===== config.mk =====
export PLATFORM = sky130hd
export DESIGN_NAME = pcmh_port
export DESIGN_NICKNAME = d
export VERILOG_FILES = /design/src/pcmh_pkg.sv /design/src/pcmh_port.sv /design/src/pcmh_rate_det.sv
export VERILOG_INCLUDE_DIRS = /design/src
export SDC_FILE = /design/constraint.sdc
export NUM_CORES = 1
export LEC_CHECK = 0
export BUFFER_PORTS_ARGS = -buffer_cell sky130_fd_sc_hd__buf_2
export CORE_AREA = 3 3 131 133
export CTS_CLUSTER_SIZE = 25
export DETAILED_ROUTE_END_ITERATION = 8
export DIE_AREA = 0 0 134 136
export HOLD_SLACK_MARGIN = 0.12
export PLACE_DENSITY = 0.52
export SKIP_CTS_REPAIR_TIMING = 1
export SLEW_MARGIN = 20
export SYNTH_ARGS = -nofsm -noshare
export SYNTH_HDL_FRONTEND = slang
export SYNTH_HIERARCHICAL = 1
export SYNTH_SLANG_ARGS = --single-unit

===== constraint.sdc =====
create_clock -name SYS_CLK -period 3.8 [get_ports SYS_CLK]
set_clock_uncertainty 0.15 [all_clocks]
set_input_delay 0.57 -clock SYS_CLK [delete_from_list [all_inputs] [get_ports SYS_CLK]]
set_output_delay 0.57 -clock SYS_CLK [all_outputs]
set_load 0.005 [all_outputs]

===== src/pcmh_regs.svh =====
// Contract
// - Mode 00 resets, 10 runs, others forbidden
// - 8 kHz frame sync starts both frames
// - Frame start delayed 0-7 bits per direction
// - Master clock rate detected automatically
// - Master clock shifts all serial data
// - Slot indicator pulls low only during slot
// - Transmit data tri-stated outside slots, rising edge
// - Receive data sampled in slots, falling edge
// - Port B behaves exactly as port A
// - Reset tri-states outputs, no slots assigned
// - One frame sync serves both directions
`ifndef PCMH_REGS_SVH
`define PCMH_REGS_SVH

// ****************************************
// Mode pin patterns
// ****************************************
`define PCMH_MODE_RESET   2'b00
`define PCMH_MODE_NORMAL  2'b10

// ****************************************
// Bit clocks per frame for each rate
// ****************************************
`define PCMH_BITS_1536    11'h0c0
`define PCMH_BITS_1544    11'h0c1
`define PCMH_BITS_2048    11'h100
`define PCMH_BITS_4096    11'h200
`define PCMH_BITS_8192    11'h400
`define PCMH_POS_MAX      11'h7ff

`endif

===== src/pcmh_pkg.sv =====
`default_nettype none
package pcmh_pkg;

	typedef enum logic [2:0] {
		PCMH_RATE_NONE,
		PCMH_RATE_1536,
		PCMH_RATE_2048,
		PCMH_RATE_4096,
		PCMH_RATE_8192
	} pcmh_rate_e;

	typedef struct packed {
		logic       en;
		logic [6:0] slot;
	} pcmh_slot_s;

	typedef struct packed {
		logic [2:0] rx_shift;
		logic [2:0] tx_shift;
	} pcmh_offset_s;

	typedef struct packed {
		logic       valid;
		logic [7:0] data;
	} pcmh_rx_s;

endpackage
`default_nettype wire


===== src/pcmh_port.sv =====
`timescale 1ns/1ps
`default_nettype none
`include "pcmh_regs.svh"
module pcmh_port
	import pcmh_pkg::*;
(
	// Clock and reset
	input  wire logic         SYS_CLK,
	input  wire logic         RESET_N,
	// Mode pins
	input  wire logic         MODE_SELECT_LOW,
	input  wire logic         MODE_SELECT_HIGH,
	// Backplane timing
	input  wire logic         MCLK_IN,
	input  wire logic         FRAME_SYNC_IN,
	// Configuration
	input  wire pcmh_offset_s FRAME_OFFSET_REG,
	input  wire pcmh_slot_s   TX_SLOT_A,
	input  wire pcmh_slot_s   RX_SLOT_A,
	input  wire pcmh_slot_s   TX_SLOT_B,
	input  wire pcmh_slot_s   RX_SLOT_B,
	// Transmit data source
	input  wire logic [7:0]   TX_DATA_A,
	input  wire logic [7:0]   TX_DATA_B,
	output logic              TX_TAKE_A,
	output logic              TX_TAKE_B,
	// Receive data sink
	output var pcmh_rx_s      RX_A,
	output var pcmh_rx_s      RX_B,
	// Port A pins
	input  wire logic         PCM_RX_IN_A,
	output logic              PCM_TX_OUT_A,
	output logic              PCM_TX_OUT_A_OE_N,
	output logic              TX_SLOT_ENABLE_A,
	output logic              TX_SLOT_ENABLE_A_OE_N,
	// Port B pins
	input  wire logic         PCM_RX_IN_B,
	output logic              PCM_TX_OUT_B,
	output logic              PCM_TX_OUT_B_OE_N,
	output logic              TX_SLOT_ENABLE_B,
	output logic              TX_SLOT_ENABLE_B_OE_N,
	// Status
	output var pcmh_rate_e    RATE,
	output logic              RATE_LOCKED
);

	logic        run;
	logic        mclk_q;
	logic        fs_q;
	logic        fs_pending;
	logic        mclk_rise;
	logic        mclk_fall;
	logic        frame_start;
	logic [10:0] pos;
	logic [10:0] next_pos;
	logic        framed;
	logic        locked;

	logic [1:0]  rx_pin;
	logic [7:0]  tx_byte [2];
	pcmh_slot_s  tx_cfg  [2];
	pcmh_slot_s  rx_cfg  [2];

	// Only pattern 10 runs; 00 and the forbidden patterns hold reset
	always_comb run = RESET_N && ({MODE_SELECT_HIGH, MODE_SELECT_LOW} == `PCMH_MODE_NORMAL);

	// ****************************************
	// Edge detection on backplane signals
	// ****************************************
	always_ff @(posedge SYS_CLK) begin
		if (!RESET_N) begin
			mclk_q <= 1'b0;
			fs_q   <= 1'b0;
		end else begin
			mclk_q <= MCLK_IN;
			fs_q   <= FRAME_SYNC_IN;
		end
	end

	always_comb begin
		mclk_rise   = MCLK_IN && !mclk_q;
		mclk_fall   = !MCLK_IN && mclk_q;
		frame_start = mclk_rise && (fs_pending || (FRAME_SYNC_IN && !fs_q));
	end

	always_ff @(posedge SYS_CLK) begin
		if (!run) begin
			fs_pending <= 1'b0;
		end else if (frame_start) begin
			fs_pending <= 1'b0;
		end else if (FRAME_SYNC_IN && !fs_q) begin
			fs_pending <= 1'b1;
		end
	end

	// ****************************************
	// Common bit position within the frame
	// ****************************************
	always_comb begin
		next_pos = pos;
		if (frame_start) begin
			next_pos = 11'h000;
		end else if (mclk_rise && pos != `PCMH_POS_MAX) begin
			next_pos = pos + 11'h001;
		end
	end

	always_ff @(posedge SYS_CLK) begin
		if (!run) begin
			pos    <= `PCMH_POS_MAX;
			framed <= 1'b0;
		end else begin
			pos <= next_pos;
			if (frame_start) begin
				framed <= 1'b1;
			end
		end
	end

	pcmh_rate_det u_rate (
		.clk         (SYS_CLK),
		.run         (run),
		.mclk_rise   (mclk_rise),
		.frame_start (frame_start),
		.rate        (RATE),
		.stable      (RATE_LOCKED)
	);

	always_comb locked = RATE_LOCKED && framed;

	always_comb begin
		rx_pin    = {PCM_RX_IN_B, PCM_RX_IN_A};
		tx_byte[0] = TX_DATA_A;
		tx_byte[1] = TX_DATA_B;
		tx_cfg[0]  = TX_SLOT_A;
		tx_cfg[1]  = TX_SLOT_B;
		rx_cfg[0]  = RX_SLOT_A;
		rx_cfg[1]  = RX_SLOT_B;
	end

	// ****************************************
	// Per-port shifters, identical for A and B
	// ****************************************
	genvar p;
	generate
		for (p = 0; p < 2; p++) begin : g_port
			logic [10:0] tx_idx;
			logic [10:0] rx_idx;
			logic        tx_hit;
			logic        rx_hit;
			logic [7:0]  tx_sh;
			logic [7:0]  rx_sh;
			logic        tx_on;
			logic        rx_on;
			logic        dx_q;
			logic        oe_n_q;
			logic        take_q;
			pcmh_rx_s    rx_q;

			always_comb begin
				tx_idx = next_pos - {8'h00, FRAME_OFFSET_REG.tx_shift};
				rx_idx = pos - {8'h00, FRAME_OFFSET_REG.rx_shift};
				tx_hit = locked && tx_cfg[p].en && next_pos >= {8'h00, FRAME_OFFSET_REG.tx_shift}
					&& tx_idx[10:3] == {1'b0, tx_cfg[p].slot};
				rx_hit = locked && rx_cfg[p].en && pos >= {8'h00, FRAME_OFFSET_REG.rx_shift}
					&& pos != `PCMH_POS_MAX && rx_idx[10:3] == {1'b0, rx_cfg[p].slot};
			end

			// Transmit: bits change on the bit clock rising edge
			// A slot met part-way through (late lock or late enable) is skipped, never sent cut short
			always_ff @(posedge SYS_CLK) begin
				if (!run) begin
					dx_q   <= 1'b0;
					oe_n_q <= 1'b1;
					tx_sh  <= 8'h00;
					take_q <= 1'b0;
					tx_on  <= 1'b0;
				end else begin
					take_q <= 1'b0;
					if (!locked) begin
						oe_n_q <= 1'b1;
						tx_on  <= 1'b0;
					end else if (mclk_rise) begin
						if (tx_hit && tx_idx[2:0] == 3'h0) begin
							oe_n_q <= 1'b0;
							tx_on  <= 1'b1;
							dx_q   <= tx_byte[p][7];
							tx_sh  <= {tx_byte[p][6:0], 1'b0};
							take_q <= 1'b1;
						end else if (tx_hit && tx_on) begin
							dx_q  <= tx_sh[7];
							tx_sh <= {tx_sh[6:0], 1'b0};
						end else begin
							oe_n_q <= 1'b1;
							tx_on  <= 1'b0;
						end
					end
				end
			end

			// Receive: bits sampled on the bit clock falling edge, whole bytes only
			always_ff @(posedge SYS_CLK) begin
				if (!run) begin
					rx_sh <= 8'h00;
					rx_on <= 1'b0;
					rx_q  <= '0;
				end else begin
					rx_q.valid <= 1'b0;
					if (mclk_fall) begin
						if (rx_hit && (rx_idx[2:0] == 3'h0 || rx_on)) begin
							rx_sh <= {rx_sh[6:0], rx_pin[p]};
							rx_on <= (rx_idx[2:0] != 3'h7);
							if (rx_idx[2:0] == 3'h7) begin
								rx_q.data  <= {rx_sh[6:0], rx_pin[p]};
								rx_q.valid <= 1'b1;
							end
						end else begin
							rx_on <= 1'b0;
						end
					end
				end
			end
		end
	endgenerate

	// ****************************************
	// Pin outputs
	// ****************************************
	always_comb begin
		PCM_TX_OUT_A          = g_port[0].dx_q;
		PCM_TX_OUT_A_OE_N     = g_port[0].oe_n_q;
		PCM_TX_OUT_B          = g_port[1].dx_q;
		PCM_TX_OUT_B_OE_N     = g_port[1].oe_n_q;
		TX_SLOT_ENABLE_A      = 1'b0;
		TX_SLOT_ENABLE_A_OE_N = g_port[0].oe_n_q;
		TX_SLOT_ENABLE_B      = 1'b0;
		TX_SLOT_ENABLE_B_OE_N = g_port[1].oe_n_q;
		TX_TAKE_A             = g_port[0].take_q;
		TX_TAKE_B             = g_port[1].take_q;
		RX_A                  = g_port[0].rx_q;
		RX_B                  = g_port[1].rx_q;
	end

endmodule
`default_nettype wire


===== src/pcmh_rate_det.sv =====
`timescale 1ns/1ps
`default_nettype none
`include "pcmh_regs.svh"
module pcmh_rate_det
	import pcmh_pkg::*;
(
	// Clock and reset
	input  wire logic       clk,
	input  wire logic       run,
	// Events
	input  wire logic       mclk_rise,
	input  wire logic       frame_start,
	// Result
	output var pcmh_rate_e  rate,
	output logic            stable
);

	logic [10:0] cnt;
	logic [10:0] last;

	function automatic pcmh_rate_e classify(input logic [10:0] n);
		unique case (n)
			`PCMH_BITS_1536, `PCMH_BITS_1544: classify = PCMH_RATE_1536;
			`PCMH_BITS_2048: classify = PCMH_RATE_2048;
			`PCMH_BITS_4096: classify = PCMH_RATE_4096;
			`PCMH_BITS_8192: classify = PCMH_RATE_8192;
			default: classify = PCMH_RATE_NONE;
		endcase
	endfunction

	// ****************************************
	// Bit clocks per frame
	// ****************************************
	always_ff @(posedge clk) begin
		if (!run) begin
			cnt  <= 11'h000;
			last <= 11'h000;
		end else if (frame_start) begin
			cnt  <= 11'h001;
			last <= cnt;
		end else if (mclk_rise && cnt != `PCMH_POS_MAX) begin
			cnt <= cnt + 11'h001;
		end
	end

	// ****************************************
	// Rate lock: two equal known counts in a row
	// ****************************************
	always_ff @(posedge clk) begin
		if (!run) begin
			rate   <= PCMH_RATE_NONE;
			stable <= 1'b0;
		end else if (frame_start) begin
			rate   <= classify(cnt);
			stable <= (cnt == last) && (classify(cnt) != PCMH_RATE_NONE);
		end else if (cnt == `PCMH_POS_MAX) begin
			stable <= 1'b0;
		end
	end

endmodule
`default_nettype wire


==> qor.yml <==
setup_viol: 22
critical_path_class: "flip-flop to flip-flop"
arrival_ps: 4130
period_needed_ps: 4060
path_clk_slew_ps: 70
overflow: 0
place_ws_ps: -298
vias: 5057
fmax_mhz: 246
fin_hold_ws_ps: 296
synth_async_sr_flop_share_pct: 0
critPathMaxFanout: 4
post-dp-hpwl_um: 11600
final.period_utilization_pct: 107
drive_gt1_share_pct: 29.1
cpMaxStageDelayCell: "or3_4"
die_w_um: 134
worst_pin_slew_ps: 678
cts_tree: "done"
post_drt_wl_per_cell_um: 15.6
cts_root_buf: "clkbuf_16"
netlist_area_um2: 5630
p_leak_nw: 2.86
worstSetupEndpointType: "flip-flop"
hold_violations: 0
drtIter0Drc: 266
cts_max_path_buffers: 2
die_height_um: 136
path_cells: "ha_4 -> nand4_1 -> or3_4 -> nor3b_4 -> a22o_1 -> ha_4 -> a21oi_2 -> nand2_2 -> buf_4 -> buf_6 -> xnor2_4 -> buf_4 -> xnor2_1 -> o211ai_1 -> a211o_1 -> nor4_4 -> buf_6 -> clkbuf_16 -> nand4_1 -> nor3b_2"
viasPerCell: 5.10
violations: "negative setup slack"
place_congestion: 0.885
ant_nets: 0
synthFlopType: "dfxtp_1"
cp_data_required_time_ps: 3870
num-fill-cells: 1567
h-tree-depth: 3
final_util_pct: 44.9
wl_met2_um: 7120
cts_sinks: 97
antenna_found_initial: 0
grt_use_total_pct: 16.6
max_stage_delay_ps: 430
wl_met1_um: 7570
final_nets: 844
ir_worst_vdd_v: 0.000190
synth.avg_cell_area_um2: 8.69
port_buffers: 91
synth_edf_count: 0
numCtsBuffers: 9
num_antenna_cells: 0
grt_pass1_vias: 4896
drv_cap: 0
wl_met3_um: 506
area_delta_synth_final_pct: 27.2
multiInputGateArea_um2: 3560
finalMaxSlewViolations: 0
first_pass_iters: 4
start_util_pct: 35.3
yosysWarnings: 6
start_kind: "flip-flop"
core_um2: 15900
power_density_nw_per_um2: 321
seq_area_frac_synth_pct: 34.5
regArea_um2: 1950
clk_latency_ps: 350
drc: 0
top_layer_used: "met4"
synth-seq-cells: 97
status: "finished, violations left"
io_pins: 94
worst_slack_ps: -259
cp_num_buf_inv: 5
grt_max_degree: 46
path_delay_family: "simple AND/OR/NAND/NOR gates"
holdCritPathClass: "input pin to flip-flop"
rsz0062_at_grt: "true"
ys_types: 78
die-area_um2: 18200
grt_first_pass_wirelength_um: 24200
core.rowCount: 46
syn_inst: 648
routed_wl_um: 15400
slew_headroom_pct: 54.6
-- routing by layer --
layer  vias up  track usage (%)
li1       2553                -
met1      2417             22.2
met2        73             26.9
met3        14             3.18
met4         0             5.60
met5         -                0
-- final cells by class --
class / instances / share of cell area [%]
Multi-Input combinational cell: 492 / 49.7
Clock buffer: 10 / 3.34
Inverter: 17 / 0.891
Timing Repair Buffer: 154 / 14.4
Sequential cell: 97 / 27.2
Clock inverter: 6 / 0.699
Tap cell: 216 / 3.77
-- sequential cells by signal (all words and copies together), names as in the netlist, 2 cells and up --
name	count
g_port.tx_on	2
u_rate/cnt	11
g_port.tx_sh	14
pos	11
RX_A	9
g_port.rx_on	2
u_rate/rate	3
g_port.rx_sh	14
u_rate/last	11
RX_B	9
-- cells in the mapped netlist, types with 9 or more instances --
master    number  area (um^2)
dfxtp_1       97         1940
nor2_1        66          248
nand2_1       55          206
mux2i_1       49          490
xnor2_1       26          228
o21ai_0       23          115
xor2_1        23          201
nand4_1       22          138
clkbuf_1      19         71.3
nand3_1       18         90.1
inv_1         16         60.1
a21oi_1       15         75.1
nor2b_1       14         87.6
nand2b_1      12         75.1
o21a_1        12         90.1
and3_1        11         68.8
buf_2         11         55.1
nor3_1        11         55.1
nor3b_1       11         82.6
a31oi_1       10         62.6
ha_1          10          125
o31a_1         9         78.8
-- per-stage QoR --
step / setup TNS (ps) / cells / area, um^2 / power (mW)
floorplan: -849 / 649 / 5690 / 1.26
global placement: -3740 / 967 / 6600 / 1.39
detailed placement: -6200 / 967 / 6600 / 1.39
CTS: -3420 / 983 / 6890 / 2.30
global route: -7380 / 992 / 7160 / 2.40
finish: -4310 / 992 / 7160 / 2.30
-- placed cells by master (no fill, tap or decap), drive strengths merged, types with 10 or more instances in the layout --
cell type and n:
clkbuf 12, nand4 23, and3 11, inv 20
o21a 12, a31oi 11, nand2b 13, nor3 11
nand2 56, nor2 67, nor3b 18, xor2 23
o21ai 24, mux2i 49, nor2b 14, xnor2 26
ha 10, buf 152, dfxtp 97, a21oi 16
nand3 18
-- power by group --
group          total, mW  switching, mW  internal, mW
combinational      0.382          0.207         0.175
sequential          1.02        0.00346          1.02
clock              0.897          0.425         0.473
total               2.30          0.635          1.67
-- cell families after synthesis --
group | share of synthesized area, %
simple gates | 27.4
compound gates | 13.9
flops | 34.5
buf+inv | 5.22
xor+xnor | 7.62
mux | 8.71
fa+ha+maj | 2.58
other cells | 0.0666
-- path summary, 6_finish.rpt --
check,cells after the start,slack (ps),from,endpoint
setup / recovery,20,-260,pos[1],g_port[0].tx_sh[7]
hold / removal,2,300,TX_DATA_A[0],g_port[0].tx_sh[1]
setup reg to reg,20,-260,pos[1],g_port[0].tx_sh[7]
hold reg to reg,2,320,g_port[1].tx_sh[1],g_port[1].tx_sh[1]
Power figures use the tool's default switching activity.
